--- src/tmr_pkg.sv ---
// package: register map, field positions and types of the down-count timer
package tmr_pkg;
   localparam logic [3:0] ADDR_COUNT_LOW  = 4'h0;
   localparam logic [3:0] ADDR_CONTROL1   = 4'h1;
   localparam logic [3:0] ADDR_CONTROL2   = 4'h2;
   localparam logic [3:0] ADDR_DUTY_LOW   = 4'h3;
   localparam logic [3:0] ADDR_HIGH_BITS  = 4'h4;
   localparam logic [3:0] ADDR_INT_STATUS = 4'h5;
   localparam logic [3:0] ADDR_INT_MASK   = 4'h6;
   localparam logic [9:0] COUNT_FULL      = 10'h03FF;
   localparam logic [9:0] COUNT_ZERO      = 10'h0000;
   localparam logic [7:0] CONTROL1_RESET  = 8'h00;
   localparam logic [7:0] CONTROL2_RESET  = 8'h3F;
   localparam logic [7:0] CONTROL1_MASK   = 8'hC7;
   localparam logic [7:0] CONTROL2_MASK   = 8'h3F;
   localparam logic [7:0] BYTE_ZERO       = 8'h00;
   localparam logic [7:0] PRESCALE_RESET  = 8'hFF;
   localparam int RUN_BIT     = 0;
   localparam int RELOAD_BIT  = 1;
   localparam int ONESHOT_BIT = 2;
   localparam int POL_BIT     = 6;
   localparam int PWMEN_BIT   = 7;
   localparam int PSDIS_BIT   = 3;
   localparam int EDGE_BIT    = 4;
   localparam int SRC_BIT     = 5;
   localparam int HIGH_CNT_LO = 4;
   localparam int HIGH_DUTY_LO = 0;

   typedef struct packed {
      logic [3:0] addr;
      logic [7:0] wdata;
      logic       wr;
      logic       rd;
   } tmr_bus_s;
endpackage

--- src/tmr_down_counter.sv ---
// 10-bit down-count timer with prescaler, reload modes and pwm output
module tmr_down_counter
   import tmr_pkg::*;
(
   // clock and reset
   input  wire logic       clk,
   input  wire logic       rst_n,
   // register port
   input  wire tmr_bus_s   bus,
   output logic [7:0]      rdata,
   // external clock pin
   input  wire logic       extClockPin,
   // pwm pin and general io path
   input  wire logic       gpioOut,
   input  wire logic       gpioOe,
   output logic            pwmPinOut,
   output logic            pwmPinOe,
   // interrupt and status
   output logic            irq,
   output logic            underflowPulse
);
   logic [7:0] control1_r;
   logic [7:0] control2_r;
   logic [7:0] dutyLow_r;
   logic [7:0] highBits_r;
   logic [9:0] count_r;
   logic [9:0] count_nxt;
   logic [9:0] reload_r;
   logic       stopped_r;
   logic       stopped_nxt;
   logic [1:0] intStat_r;
   logic [1:0] intStat_nxt;
   logic [1:0] intMask_r;
   logic [7:0] rdata_r;
   logic [7:0] rdata_nxt;
   logic       extSync1_r;
   logic       extSync2_r;
   logic       extLast_r;
   logic       pwmLevel_r;
   logic       underflow_r;

   logic       runEnable;
   logic       reloadSel;
   logic       oneShot;
   logic       pwmActiveLow;
   logic       pwmEnable;
   logic [2:0] prescaleRate;
   logic       prescalerDisable_n;
   logic       edgeSelect;
   logic       sourceSelect;
   logic       extRise;
   logic       extFall;
   logic       extTick;
   logic       srcTick;
   logic       countTick;
   logic       atZero;
   logic       underflowNow;
   logic       wrCount;
   logic       wrControl1;
   logic       wrControl2;
   logic       wrDuty;
   logic       wrHigh;
   logic       wrStatus;
   logic       wrMask;
   logic [9:0] writeValue;
   logic [9:0] dutyValue;
   logic       pwmActive;
   logic [7:0] preValue;
   logic [1:0] events;

   function automatic logic hit(input tmr_bus_s b, input logic [3:0] a);
      hit = b.wr && (b.addr == a);
   endfunction

   // field decode
   assign runEnable          = control1_r[RUN_BIT];
   assign reloadSel          = control1_r[RELOAD_BIT];
   assign oneShot            = control1_r[ONESHOT_BIT];
   assign pwmActiveLow       = control1_r[POL_BIT];
   assign pwmEnable          = control1_r[PWMEN_BIT];
   assign prescaleRate       = control2_r[2:0];
   assign prescalerDisable_n = control2_r[PSDIS_BIT];
   assign edgeSelect         = control2_r[EDGE_BIT];
   assign sourceSelect       = control2_r[SRC_BIT];

   // write decode
   assign wrCount    = hit(bus, ADDR_COUNT_LOW);
   assign wrControl1 = hit(bus, ADDR_CONTROL1);
   assign wrControl2 = hit(bus, ADDR_CONTROL2);
   assign wrDuty     = hit(bus, ADDR_DUTY_LOW);
   assign wrHigh     = hit(bus, ADDR_HIGH_BITS);
   assign wrStatus   = hit(bus, ADDR_INT_STATUS);
   assign wrMask     = hit(bus, ADDR_INT_MASK);
   assign writeValue = {highBits_r[HIGH_CNT_LO +: 2], bus.wdata};
   assign dutyValue  = {highBits_r[HIGH_DUTY_LO +: 2], dutyLow_r};

   // only the second stage and its delayed copy in extLast_r feed the edge compare
   assign extRise = extSync2_r && !extLast_r;
   assign extFall = !extSync2_r && extLast_r;
   assign extTick = edgeSelect ? extFall : extRise;
   // instruction clock is this clock, so it ticks every cycle
   assign srcTick = sourceSelect ? extTick : 1'b1;

   tmr_prescaler u_pre
   (
      .clk      (clk),
      .rst_n    (rst_n),
      .tickIn   (srcTick),
      .rate     (prescaleRate),
      .bypass_n (prescalerDisable_n),
      .tickOut  (countTick),
      .preValue (preValue)
   );

   // count engine
   assign atZero       = (count_r == COUNT_ZERO);
   assign underflowNow = runEnable && countTick && atZero && !stopped_r
                         && !wrCount;

   always_comb
   begin
      count_nxt   = count_r;
      stopped_nxt = stopped_r;
      if (wrCount)
      begin
         count_nxt   = writeValue;
         stopped_nxt = 1'b0;
      end
      else if (runEnable && countTick && !stopped_r)
      begin
         if (!atZero)
            count_nxt = count_r - 10'h001;
         else if (oneShot)
            stopped_nxt = 1'b1;
         else if (reloadSel)
            count_nxt = reload_r;
         else
            count_nxt = COUNT_FULL;
      end
   end

   // events: bit0 underflow, bit1 pwm frame restart
   assign events      = {underflowNow && !oneShot, underflowNow};
   // set wins over a write-one clear in the same cycle
   assign intStat_nxt = (intStat_r & ~(wrStatus ? bus.wdata[1:0] : 2'b00))
                        | events;

   // pwm active while count is below duty
   assign pwmActive = (count_r < dutyValue);
   assign pwmPinOut = pwmEnable ? (pwmLevel_r ^ pwmActiveLow) : gpioOut;
   assign pwmPinOe  = pwmEnable ? 1'b1 : gpioOe;
   assign irq       = |(intStat_r & intMask_r);
   assign underflowPulse = underflow_r;

   // read mux; unmapped offsets read zero
   always_comb
   begin
      case (bus.addr)
         ADDR_COUNT_LOW:  rdata_nxt = count_r[7:0];
         ADDR_CONTROL1:   rdata_nxt = control1_r;
         ADDR_CONTROL2:   rdata_nxt = control2_r;
         ADDR_DUTY_LOW:   rdata_nxt = dutyLow_r;
         ADDR_HIGH_BITS:  rdata_nxt = highBits_r;
         ADDR_INT_STATUS: rdata_nxt = {6'b00_0000, intStat_r};
         ADDR_INT_MASK:   rdata_nxt = {6'b00_0000, intMask_r};
         default:         rdata_nxt = BYTE_ZERO;
      endcase
      if (!bus.rd)
         rdata_nxt = BYTE_ZERO;
   end
   assign rdata = rdata_r;

   always_ff @(posedge clk)
   begin
      extSync1_r <= extClockPin;
      extSync2_r <= extSync1_r;
      extLast_r  <= extSync2_r;
   end

   always_ff @(posedge clk)
   begin
      if (!rst_n)
      begin
         control1_r <= CONTROL1_RESET;
         control2_r <= CONTROL2_RESET;
         dutyLow_r  <= BYTE_ZERO;
         highBits_r <= BYTE_ZERO;
         count_r    <= COUNT_FULL;
         reload_r   <= COUNT_FULL;
         stopped_r  <= 1'b0;
         intStat_r  <= 2'b00;
         intMask_r  <= 2'b00;
         rdata_r    <= BYTE_ZERO;
         pwmLevel_r <= 1'b0;
         underflow_r <= 1'b0;
      end
      else
      begin
         if (wrControl1)
            control1_r <= bus.wdata & CONTROL1_MASK;
         if (wrControl2)
            control2_r <= bus.wdata & CONTROL2_MASK;
         if (wrDuty)
            dutyLow_r <= bus.wdata;
         if (wrHigh)
            highBits_r <= bus.wdata;
         if (wrCount)
            reload_r <= writeValue;
         if (wrMask)
            intMask_r <= bus.wdata[1:0];
         count_r     <= count_nxt;
         stopped_r   <= stopped_nxt;
         intStat_r   <= intStat_nxt;
         rdata_r     <= rdata_nxt;
         pwmLevel_r  <= pwmActive;
         underflow_r <= underflowNow;
      end
   end

   // checks
   a_hold_when_off: assert property (@(posedge clk) disable iff (!rst_n)
      !runEnable && !wrCount |=> $stable(count_r))
      else $error("count moved while disabled");
   a_reload_full: assert property (@(posedge clk) disable iff (!rst_n)
      underflowNow && !oneShot && !reloadSel && !wrControl1
      |=> count_r == COUNT_FULL)
      else $error("no 0x3ff reload");
   a_reload_value: assert property (@(posedge clk) disable iff (!rst_n)
      underflowNow && !oneShot && reloadSel |=> count_r == $past(reload_r))
      else $error("reload value not taken");
   a_oneshot_stop: assert property (@(posedge clk) disable iff (!rst_n)
      underflowNow && oneShot |=> stopped_r && count_r == COUNT_ZERO)
      else $error("one-shot did not stop");
   a_count_load: assert property (@(posedge clk) disable iff (!rst_n)
      wrCount |=> count_r == $past(writeValue))
      else $error("count write lost");
   a_count_read: assert property (@(posedge clk) disable iff (!rst_n)
      bus.rd && bus.addr == ADDR_COUNT_LOW |=> rdata == $past(count_r[7:0]))
      else $error("count read wrong");
   a_pwm_pin: assert property (@(posedge clk) disable iff (!rst_n)
      pwmEnable |-> pwmPinOe && pwmPinOut == (pwmLevel_r ^ pwmActiveLow))
      else $error("pwm pin wrong");
   a_gpio_pass: assert property (@(posedge clk) disable iff (!rst_n)
      !pwmEnable |-> pwmPinOut == gpioOut && pwmPinOe == gpioOe)
      else $error("gpio not passed");
   a_ext_step: assert property (@(posedge clk) disable iff (!rst_n)
      sourceSelect && !extTick && !wrCount |=> $stable(count_r))
      else $error("counted without edge");
   a_flag_set: assert property (@(posedge clk) disable iff (!rst_n)
      underflowNow |=> intStat_r[0])
      else $error("underflow flag not set");
   a_bypass_tick: assert property (@(posedge clk) disable iff (!rst_n)
      prescalerDisable_n |-> countTick == srcTick)
      else $error("bypass not transparent");
   // a disabled prescaler must freeze, so a later enable starts cleanly
   a_pre_hold: assert property (@(posedge clk) disable iff (!rst_n)
      prescalerDisable_n |=> $stable(preValue))
      else $error("prescaler moved while off");
   c_underflow: cover property (@(posedge clk) underflowNow && reloadSel);
   c_oneshot: cover property (@(posedge clk) underflowNow && oneShot);
   c_ext_fall: cover property (@(posedge clk) sourceSelect && extFall);
   c_irq: cover property (@(posedge clk) irq);
endmodule

--- src/tmr_prescaler.sv ---
// prescaler: free counter with power-of-two tap select
module tmr_prescaler
   import tmr_pkg::*;
(
   // clock and reset
   input  wire logic       clk,
   input  wire logic       rst_n,
   // tick in, rate, bypass
   input  wire logic       tickIn,
   input  wire logic [2:0] rate,
   input  wire logic       bypass_n,
   // divided tick
   output logic            tickOut,
   output logic [7:0]      preValue
);
   logic [7:0] cnt_r;
   logic [7:0] cnt_nxt;
   logic       tapHit;
   logic [7:0] tapMask;

   // counts down from all ones; preValue brings the count out
   assign cnt_nxt = (tickIn && !bypass_n) ? cnt_r - 8'h01 : cnt_r;
   // rate n divides by 2^(n+1): tap bits 0..n all zero before the step
   assign tapMask = 8'(({1'b0, 8'h00} | 9'h001) << ({1'b0, rate} + 4'h1))
                    - 8'h01;
   assign tapHit  = ((cnt_r & tapMask) == BYTE_ZERO);
   // bypass passes every tick straight through
   assign tickOut = bypass_n ? tickIn : (tickIn && tapHit);
   assign preValue = cnt_r;

   always_ff @(posedge clk)
   begin
      if (!rst_n)
         cnt_r <= PRESCALE_RESET;
      else
         cnt_r <= cnt_nxt;
   end
endmodule

--- config.mk ---
export PLATFORM = sky130hd
export DESIGN_NAME = tmr_down_counter
export DESIGN_NICKNAME = d
export VERILOG_FILES = /design/src/tmr_pkg.sv /design/src/tmr_down_counter.sv /design/src/tmr_prescaler.sv
export SDC_FILE = /design/constraint.sdc
export NUM_CORES = 1
export LEC_CHECK = 0
export ABC_AREA = 1
export BUFFER_PORTS_ARGS = -buffer_cell sky130_fd_sc_hd__buf_2
export CAP_MARGIN = 0
export CORE_MARGIN = 4
export CORE_UTILIZATION = 60
export CTS_BUF_LIST = sky130_fd_sc_hd__clkbuf_4
export CTS_CLUSTER_SIZE = 8
export DETAILED_ROUTE_END_ITERATION = 10
export PLACE_DENSITY_LB_ADDON = 0.25
export SLEW_MARGIN = 10
export SYNTH_ARGS = -nofsm -noshare
export SYNTH_HDL_FRONTEND = slang
export SYNTH_SLANG_ARGS = --single-unit
export TNS_END_PERCENT = 30
--- constraint.sdc ---
create_clock -name clk -period 2.8 [get_ports clk]
set_input_delay 0.14 -clock clk [delete_from_list [all_inputs] [get_ports clk]]
set_output_delay 0.14 -clock clk [all_outputs]
set_load 0.1 [all_outputs]
==> results of run 1 <==
## final cells by class
cell class	count	area (um^2)	share of cell area
Clock buffer	13	97.6	0.0249
Clock inverter	3	41.3	0.0105
Tap cell	72	90.1	0.0230
Inverter	62	235	0.0600
Sequential cell	73	1460	0.373
Timing Repair Buffer	36	205	0.0523
Multi-Input combinational cell	336	1790	0.457
## logic make-up after synthesis
family / Yosys count / synth area share
AO/OA/AOI/OAI: 114 / 0.186
XOR/XNOR: 4 / 0.00980
adder cells (fa/ha/maj): 12 / 0.0420
buffers and inverters: 77 / 0.0906
flip-flops: 73 / 0.409
other: 1 / 0.00105
AND/OR/NAND/NOR: 205 / 0.262
## state kept, by name (all words and copies together) (netlist names)
register,flops
intStat_r,2
intMask_r,2
extSync2_r,1
extLast_r,1
highBits_r,8
reload_r,10
count_r,10
stopped_r,1
underflowPulse,1
rdata,8
pwmLevel_r,1
u_pre.preValue,8
extSync1_r,1
control1_r,5
dutyLow_r,8
control2_r,6
## report_power, final
| group | internal, mW | switching (mW) |
|---|---|---|
| sequential | 1.07 | 0.0224 |
| clock | 0.310 | 0.347 |
| combinational | 0.0638 | 0.144 |
## cells in the mapped netlist (2+ instances only)
| master | instances |
|---|---|
| a221oi_1 | 7 |
| nor2_1 | 33 |
| dfxtp_1 | 73 |
| nor2_4 | 2 |
| buf_6 | 3 |
| buf_2 | 5 |
| xnor2_1 | 2 |
| xor2_1 | 2 |
| o22ai_1 | 9 |
| nand3_1 | 60 |
| o21ai_0 | 40 |
| a22oi_1 | 3 |
| a21oi_1 | 38 |
| o211ai_1 | 7 |
| inv_2 | 4 |
| clkbuf_1 | 6 |
| a31oi_1 | 2 |
| nand3_2 | 5 |
| nor2_2 | 3 |
| inv_1 | 57 |
| ha_1 | 12 |
| nor3_1 | 3 |
| nand4_1 | 5 |
| nand2_1 | 87 |
| nand2_2 | 3 |
| o31ai_1 | 2 |
## layout by cell type (no fill, tap or decap), types with 2 or more instances in the layout
| cell | instances |
|---|---|
| nand3_2 | 5 |
| nor2_1 | 33 |
| o31ai_1 | 2 |
| ha_1 | 12 |
| a221oi_1 | 7 |
| inv_2 | 4 |
| dlygate4sd3_1 | 4 |
| inv_1 | 57 |
| nor3_1 | 3 |
| clkbuf_4 | 13 |
| o22ai_1 | 9 |
| nor2_2 | 3 |
| dfxtp_1 | 73 |
| a22oi_1 | 3 |
| buf_2 | 30 |
| nand2_2 | 3 |
| a21oi_1 | 38 |
| nand4_1 | 5 |
| nand2_1 | 87 |
| nor2_4 | 2 |
| xor2_1 | 2 |
| a31oi_1 | 2 |
| o211ai_1 | 7 |
| xnor2_1 | 2 |
| nand3_1 | 60 |
| buf_4 | 2 |
| o21ai_0 | 40 |
## repair_timing
| item | CTS | global route |
|---|---|---|
| hold buffers | 4 | 0 |
| hold endpoints to repair | 4 | 0 |
| setup endpoints to repair | 0 | 0 |
## worst max-delay path, stage by stage, from the launching register on
cell     delay [ns]
dfxtp_1        0.41
nor2_2         0.15
nand2_1        0.09
ha_1           0.28
nor2_1         0.04
nor2_1         0.08
nand2_1        0.07
nor2_2         0.11
nand3_2        0.11
a21oi_4        0.35
nand4_1        0.19
nand2_1        0.09
## worst paths after layout
| kind | startpoint | end | slack (ns) | cells after the start |
|---|---|---|---|---|
| worst max-delay path | control2_r[0]$_SDFFE_PN1P_ | intStat_r[1]$_SDFF_PN0_ | 0.77 | 11 |
| worst min register to register | extSync1_r$_DFF_P_ | extSync2_r$_DFF_P_ | 0.34 | 0 |
| worst min-delay path | bus[9] | highBits_r[7]$_SDFFE_PN0P_ | 0.02 | 3 |
| worst max register to register | control2_r[0]$_SDFFE_PN1P_ | intStat_r[1]$_SDFF_PN0_ | 0.77 | 11 |
## metrics by stage
stage / utilization / power (mW) / hold WS [ns] / worst slack [ns] / area, um^2
6_report: 0.695 / 1.95 / 0.0170 / 0.771 / 3920
5_1_grt: 0.695 / 2.03 / 0.0248 / 0.528 / 3920
4_1_cts: 0.695 / 1.96 / 0.00213 / 0.777 / 3920
3_5_place_dp: 0.664 / 1.31 / 0.249 / 0.815 / 3740
3_3_place_gp: 0.664 / 1.30 / 0.243 / 0.845 / 3740
2_1_floorplan: - / 1.25 / 0.168 / 0.141 / 3580
## per-layer routing
metal | track usage | up-vias
met5 | 0 | -
met4 | 0.144 | 0
met3 | 0.0534 | 33
met2 | 0.439 | 158
met1 | 0.331 | 1566
li1 | - | 1709
==> flow_metrics.tcl, run 1 <==
set metrics [dict create \
    status "completed" \
    drc 0 \
    dieArea_um2 7260 \
    dr_wl_met3_um 725 \
    antenna_cells 0 \
    num-fill-cells 489 \
    fin_setup_tns_ns 0 \
    critPathRequiredTime_ns 3.17 \
    cts_buffer_depth 2 \
    antenna_found_initial 0 \
    dp_hpwl_um 6820 \
    min_period_over_period 0.725 \
    slew_headroom 0.540 \
    cts.sinks 73 \
    drt_iter0_drc 371 \
    cts_made_buffers 9 \
    power-per-cell-area_nw_per_um2 498 \
    wl_per_cell_um 15.6 \
    grt_max_degree 33 \
    place_inst 575 \
    core_area_um2 5640 \
    grt_pass1_vias 3417 \
    fp.dieH_um 85.2 \
    yosys_warnings 0 \
    synth-seq-cells 73 \
    grt.total_usage 0.268 \
    irDropWorstVdd_uv 376 \
    maxSlewViolCount 0 \
    cts_tree "done" \
    yosys.area.top_type_share 0.409 \
    synth_area_um2 3580 \
    routed_wl_um 9260 \
    dr_total_vias 3466 \
    crit_fanout 12 \
    die-width_um 85.2 \
    hold_viol_final 0 \
    ys_top_cells_by_area "dfxtp_1, nand2_1, nand3_1" \
    finalSetupViolCount 0 \
    syn2layout_area_growth_pct 9.65 \
    highest_layer "met4" \
    path_class "flip-flop to flip-flop" \
    root_buffer "clkbuf_4" \
    grt_overflow_total 0 \
    worstPathArrival_ns 2.40 \
    viasPerCell 5.83 \
    initial_core_util 0.634 \
    stdcell_count 595 \
    wl_met2_um 4340 \
    synthesis.instances 486 \
    htreeDepth 3 \
    synth_fp_nets 517 \
    port_buffers 30 \
    period_minus_slack_ns 2.03 \
    wl_met1_um 3820 \
    p_leak_nw 1.78 \
    ys.flop_type "dfxtp_1" \
    synth.distinct_cells 39 \
    yosysTopAreaCell "dfxtp_1" \
    worstMarginPinSlew_ns 0.688 \
    skew_ns 0.0102 \
    grt_pass1_wl_um 15600 \
    firstDrtPassIters 5 \
    end_kind "flip-flop" \
    cap_viol_max_count 0 \
    num_rows 27 \
    rsz0062_at_grt "no" \
    ys_seq_area_frac 0.409 \
    critPathLaunchType "flip-flop" \
    ioPinCount 31 \
    avgSynthCellArea_um2 7.36 \
    clk-insertion-delay-late_ns 0.43 \
    cts_resized 0 \
    ys_async_sr_fraction 0 \
    drive_above_1_share 0.132 \
    cts_setup_buffers 0 \
    hold_path_class "input pin to flip-flop" \
    fmax_mhz 493 \
    final_nets 549 \
    place.gp.congestion 0.919 \
    clkTransAtPathRegs_ns 0.11 \
    synth_edf_count 0 \
    antenna_left 0 \
]
(Power assumes the default switching activity.)
==> run 2, diff against run 1 <==
--- a/config.mk
+++ b/config.mk
@@ -5,11 +5,11 @@
 export SDC_FILE = /design/constraint.sdc
 export NUM_CORES = 1
 export LEC_CHECK = 0
-export ABC_AREA = 1
+export ABC_AREA = 0
 export BUFFER_PORTS_ARGS = -buffer_cell sky130_fd_sc_hd__buf_2
 export CAP_MARGIN = 0
 export CORE_MARGIN = 4
-export CORE_UTILIZATION = 60
+export CORE_UTILIZATION = 56
 export CTS_BUF_LIST = sky130_fd_sc_hd__clkbuf_4
 export CTS_CLUSTER_SIZE = 8
 export DETAILED_ROUTE_END_ITERATION = 10
==> constraint.sdc (replaced) <==
create_clock -name clk -period 1.7 [get_ports clk]
set_input_delay 0.085 -clock clk [delete_from_list [all_inputs] [get_ports clk]]
set_output_delay 0.085 -clock clk [all_outputs]
set_load 0.1 [all_outputs]
==> run 2 against run 1 <==
The run now ends with setup timing left; power rose by 65%; final area is 19% higher; worst hold slack better by 0.027 ns; cell count fell by 0.67%; area after synthesis up 2.8%; die area up 9.2%; sequential power grew 61%; register-to-register slack lost 1.6 ns; maximum frequency decreased by 19%; first-iteration DRC count shrank 23%; highest routed layer unchanged.
==> flow_metrics.tcl, run 2 <==
set metrics [dict create \
    status "finished with violations" \
    violations "setup timing" \
    critPathLaunchType "flip-flop" \
    routed_wl_um 10300 \
    avgSynthCellArea_um2 8.74 \
    use_met2 0.448 \
    cts_tree "done" \
    hold_viol_final 0 \
    synth-seq-cells 73 \
    yosys-top-cells-count "dfxtp_1, nand2_1, nor2_1" \
    synth.most_common_cell "dfxtp_1" \
    grt_overflow_total 0 \
    worstPathArrival_ns 2.84 \
    initial_core_util 0.579 \
    grt_pass1_wl_um 16700 \
    min_period_over_period 1.47 \
    grtUsageMet3 0.0700 \
    drc 0 \
    power-per-cell-area_nw_per_um2 690 \
    ys_top_cells_by_area "dfxtp_1, mux2i_1, nand2_1" \
    dr_total_vias 3488 \
    clk-insertion-delay-late_ns 0.44 \
    place.gp.congestion 0.967 \
    viasPerCell 5.90 \
    crit_fanout 3 \
    ys_seq_area_frac 0.397 \
    drive_above_1_share 0.268 \
    layout_commonest_cell "dfxtp_1" \
    grt-busiest-layer "met2" \
    cap_viol_max_count 0 \
    ys.flop_type "dfxtp_1" \
    antenna_found_initial 0 \
    synthesis.instances 421 \
    synth_fp_nets 452 \
    antenna_left 0 \
    irDropWorstVdd_uv 657 \
    clkTransAtPathRegs_ns 0.12 \
    cts.sinks 73 \
    end_kind "flip-flop" \
    grt_max_degree 31 \
    path_class "flip-flop to flip-flop" \
    rsz0062_at_grt "yes" \
    yosys.area.top_type_share 0.397 \
    yosys_warnings 0 \
    num_rows 29 \
    drt_iter0_drc 285 \
    antenna_cells 0 \
    period_minus_slack_ns 2.50 \
    finalSetupViolCount 14 \
    reg_top3 "count_r x10, reload_r x10" \
    fmax_mhz 399 \
    ioPinCount 31 \
    whs_ns 0.0439 \
    stdcell_count 591 \
    final_nets 540 \
    critPathRequiredTime_ns 2.03 \
    dpl_worst_slack_ns -0.777 \
    wl_per_cell_um 17.4 \
    htreeDepth 3 \
    fp.dieH_um 89.1 \
    finalWorstSetupSlack_ns -0.804 \
    dp_hpwl_um 7230 \
    core_area_um2 6350 \
    maxSlewViolCount 0 \
    synth.distinct_cells 59 \
    root_buffer "clkbuf_4" \
    die-width_um 89.1 \
    synth_area_um2 3680 \
    most-common-layout-cells "dfxtp_1, buf_4, nand2_1" \
    grt_use_met1 0.363 \
    cts_made_buffers 9 \
    place_inst 563 \
    skew_ns 0.0222 \
    yosysTopAreaCell "dfxtp_1" \
    placed_cell_area_um2 4290 \
    syn2layout_area_growth_pct 26.8 \
    ys_async_sr_fraction 0 \
    postLayoutCellArea_um2 4670 \
    port_buffers 30 \
    fin_setup_tns_ns -9.41 \
    hold_path_class "input pin to flip-flop" \
    grt.total_usage 0.279 \
    firstDrtPassIters 5 \
    synth_edf_count 0 \
    grt_pass1_vias 3338 \
    dieArea_um2 7930 \
    p_leak_nw 1.89 \
    cts_buffer_depth 2 \
]
run 2: cell count changes in the layout (fill, tap and decap cells not counted), moves of 18 or more:
cell / change
buf_4: +57
a21oi_1: -32
mux2i_1: +24
nand2_1: -33
o21ai_0: -32
nand3_1: -42
inv_1: -37
nor2b_1: +18
run 2: what timing repair did:
item	CTS	global route
setup buffers	0	3
hold buffers	9	0
endpoints found under the hold margin	17	0
setup endpoints to repair	17	20
gates resized for setup	6	21
pin swaps	2	15
run 2: power breakdown:
group          internal (mW)  switching, mW
Sequential              1.74         0.0155
Clock                  0.444          0.659
Combinational          0.148          0.217
Total                   2.33          0.891
run 2: worst max-delay path: stages, from the launching register on:
cell,delay (ns)
dfxtp_2,0.34
or3_1,0.37
ha_2,0.21
nor4b_4,0.13
a311o_1,0.29
a311oi_2,0.27
nand3_2,0.13
or4_1,0.41
a311o_1,0.27
run 2: metrics by stage:
step	utilization	total power [mW]
after floorplan	-	2.00
after global routing	0.735	3.36
after detailed placement	0.675	2.12
final	0.735	3.22
after global placement	0.675	2.12
after CTS	0.716	3.23
run 2: cell type report:
cell class,instances,area (um^2)
clock buffer,9,67.6
inverter,21,78.8
tap,77,96.3
clock inverter,7,71.3
fill,477,1680
timing repair buffer,101,717
sequential,73,1470
multi-input combinational,303,2170
run 2: cell families after synthesis:
group | share of synthesized area
flops | 0.397
xor+xnor | 0.0286
simple gates | 0.226
other cells | 0.00102
compound gates | 0.176
fa+ha+maj | 0.0408
mux | 0.0837
buf+inv | 0.0469
run 2: worst paths after layout:
check             cells after the start                        endpoint  slack, ns                       start
setup / recovery                      8         count_r[4]$_SDFFE_PN1P_      -0.80  control2_r[0]$_SDFFE_PN1P_
setup reg to reg                      8         count_r[4]$_SDFFE_PN1P_      -0.80  control2_r[0]$_SDFFE_PN1P_
hold / removal                        2  u_pre.preValue[2]$_SDFFE_PN1P_       0.04                       rst_n
hold reg to reg                       0              extSync2_r$_DFF_P_       0.34          extSync1_r$_DFF_P_
run 2: metal layers:
layer	up-vias	share of wire
li1	1682	-
met1	1637	0.43
met2	144	0.47
met3	25	0.074
met4	0	0.026
met5	-	0
==> run 3, diff against run 2 <==
--- a/config.mk
+++ b/config.mk
@@ -14,6 +14,7 @@
 export CTS_CLUSTER_SIZE = 8
 export DETAILED_ROUTE_END_ITERATION = 10
 export PLACE_DENSITY_LB_ADDON = 0.25
+export SETUP_SLACK_MARGIN = 0.05
 export SLEW_MARGIN = 10
 export SYNTH_ARGS = -nofsm -noshare
 export SYNTH_HDL_FRONTEND = slang
==> run 3 against run 2 <==
Routed wire length rose by 3.1%; die area stayed put; core utilization grew 1.1 points; critical path depth did not move; power increased by 9.7%; clock power up 28%; global-route usage rose by 0.29 points; the run still ends with setup timing left.
==> flow_metrics.tcl, run 3 (same netlist as run 2, synthesis figures left out) <==
set metrics [dict create \
    cts.sinks 73 \
    routed_wl_um 10600 \
    end_kind "flip-flop" \
    r2r-end "count_r[4]$_SDFFE_PN1P_" \
    irDropWorstVdd_uv 523 \
    grt.total_usage 0.282 \
    critical_path_buf_inv_count 0 \
    place.gp.congestion 0.954 \
    multi_input_area_um2 2220 \
    grt_pass1_vias 3436 \
    worstPathArrival_ns 2.85 \
    core_area_um2 6350 \
    grt_max_degree 24 \
    p_leak_nw 1.92 \
    drt_iter0_drc 174 \
    dp_hpwl_um 7470 \
    hold_path_class "input pin to flip-flop" \
    fp.dieH_um 89.1 \
    critPathRequiredTime_ns 2.02 \
    initial_core_util 0.579 \
    wl_per_cell_um 18.0 \
    most-common-layout-cells "dfxtp_1, buf_4, nand2_1" \
    dpl_worst_slack_ns -0.858 \
    rr_startpoint "control2_r[1]$_SDFFE_PN1P_" \
    clk-insertion-delay-late_ns 0.43 \
    antenna_cells 0 \
    p_sw_mw 0.896 \
    ff2ff_setup_slack_ns -0.83 \
    path_class "flip-flop to flip-flop" \
    port_buffers 30 \
    violations "setup timing" \
    sw_frac_of_total 0.254 \
    endpoint "count_r[4]$_SDFFE_PN1P_" \
    cts_tree "done" \
    num-fill-cells 460 \
    comb_power_share 0.105 \
    whs_ns 0.0386 \
    finalWorstSetupSlack_ns -0.833 \
    dr_total_vias 3487 \
    worst-path-stages 8 \
    cpMaxStageDelayCell "or4_1" \
    regArea_um2 1470 \
    power-per-cell-area_nw_per_um2 745 \
    dieArea_um2 7930 \
    postLayoutCellArea_um2 4740 \
    firstDrtPassIters 5 \
    cts_buffer_depth 2 \
    antenna_left 0 \
    final_nets 538 \
    critPathMostFrequentCell "a311o_1" \
    fmax_mhz 395 \
    grt_pass1_wl_um 16900 \
    cap_viol_max_count 0 \
    intPower_mw 2.63 \
    post-route-util 0.746 \
    grt_overflow_total 0 \
    num_rows 29 \
    p_clk_frac 0.398 \
    rsz0062_at_grt "yes" \
    startpoint "control2_r[1]$_SDFFE_PN1P_" \
    cts_made_buffers 9 \
    hold_viol_final 0 \
    drc 0 \
    htreeDepth 3 \
    antenna_found_initial 0 \
    crit_chain "or3_4, ha_4, nor4b_4, a311o_1, a311oi_2, nand3_2, or4_1, a311o_1" \
    min_period_over_period 1.49 \
    maxSlewViolCount 0 \
    reg_top3 "count_r x10, reload_r x10" \
    status "finished with violations" \
    die-width_um 89.1 \
    placed_cell_area_um2 4290 \
    drive_above_1_share 0.275 \
    ioPinCount 31 \
    root_buffer "clkbuf_4" \
    critPathLaunchType "flip-flop" \
    viasPerCell 5.92 \
    cpLargestDelayFamily "simple AND/OR/NAND/NOR gates" \
    clkTransAtPathRegs_ns 0.12 \
    finalSetupViolCount 14 \
    slowest_delay_ns 0.41 \
    syn2layout_area_growth_pct 28.8 \
    skew_ns 0.0252 \
    reg2reg_depth 8 \
    layout_commonest_cell "dfxtp_1" \
    crit_fanout 3 \
    period_minus_slack_ns 2.53 \
    p_seq_frac 0.496 \
]
run 3: how the worst min path moves through the flow:
stage	start	to	slack, ns	depth (start not counted)
after floorplan	extClockPin	extSync1_r$_DFF_P_	0.11	0
after global placement	extClockPin	extSync1_r$_DFF_P_	0.19	1
after detailed placement	extClockPin	extSync1_r$_DFF_P_	0.19	1
after CTS	rst_n	u_pre.preValue[5]$_SDFFE_PN1P_	0.03	2
after global routing	rst_n	u_pre.preValue[6]$_SDFFE_PN1P_	0.04	2
final	rst_n	u_pre.preValue[6]$_SDFFE_PN1P_	0.04	2
run 3: layout make-up:
class,count,share of cell area
timing repair buffer,99,0.147
clock inverter,7,0.0248
tap,77,0.0203
inverter,21,0.0166
multi-input combinational,303,0.468
clock buffer,9,0.0143
sequential,73,0.309
run 3: timing repair:
action,CTS,global route
endpoints found under the setup margin,18,21
hold endpoints to repair,17,0
pin swaps,9,5
gates resized for setup,22,13
gates cloned,0,0
setup buffers,1,1
hold buffers,9,0
run 3: layer usage:
layer	vias to the layer above	wire [um]	part of all wire	global-route usage
li1	1676	-	-	-
met1	1667	4430	0.42	0.353
met2	120	5230	0.49	0.469
met3	24	650	0.061	0.0599
met4	0	281	0.027	0.119
met5	-	0	0	0
run 3: metrics by stage:
stage	instances	total power, mW	TNS, ns
floorplan	421	2.00	-2.68
global placement	563	2.12	-9.23
detailed placement	563	2.12	-10.66
CTS	589	3.53	-9.78
global route	589	3.66	-11.55
finish	589	3.53	-10.07
run 3: power by group through the flow:
stage	logic [mW]	registers (mW)	clock network, mW
2_1_floorplan	0.194	1.80	0
3_3_place_gp	0.328	1.79	0
3_5_place_dp	0.335	1.79	0
4_1_cts	0.360	1.75	1.42
5_1_grt	0.397	1.76	1.50
6_report	0.371	1.75	1.41
run 3: worst register-to-register path, delay by kind of cell (launching register included):
kind,cells,cell delay (ns)
compound gates,3,0.84
simple gates,4,1.06
fa+ha+maj,1,0.18
flops,1,0.35
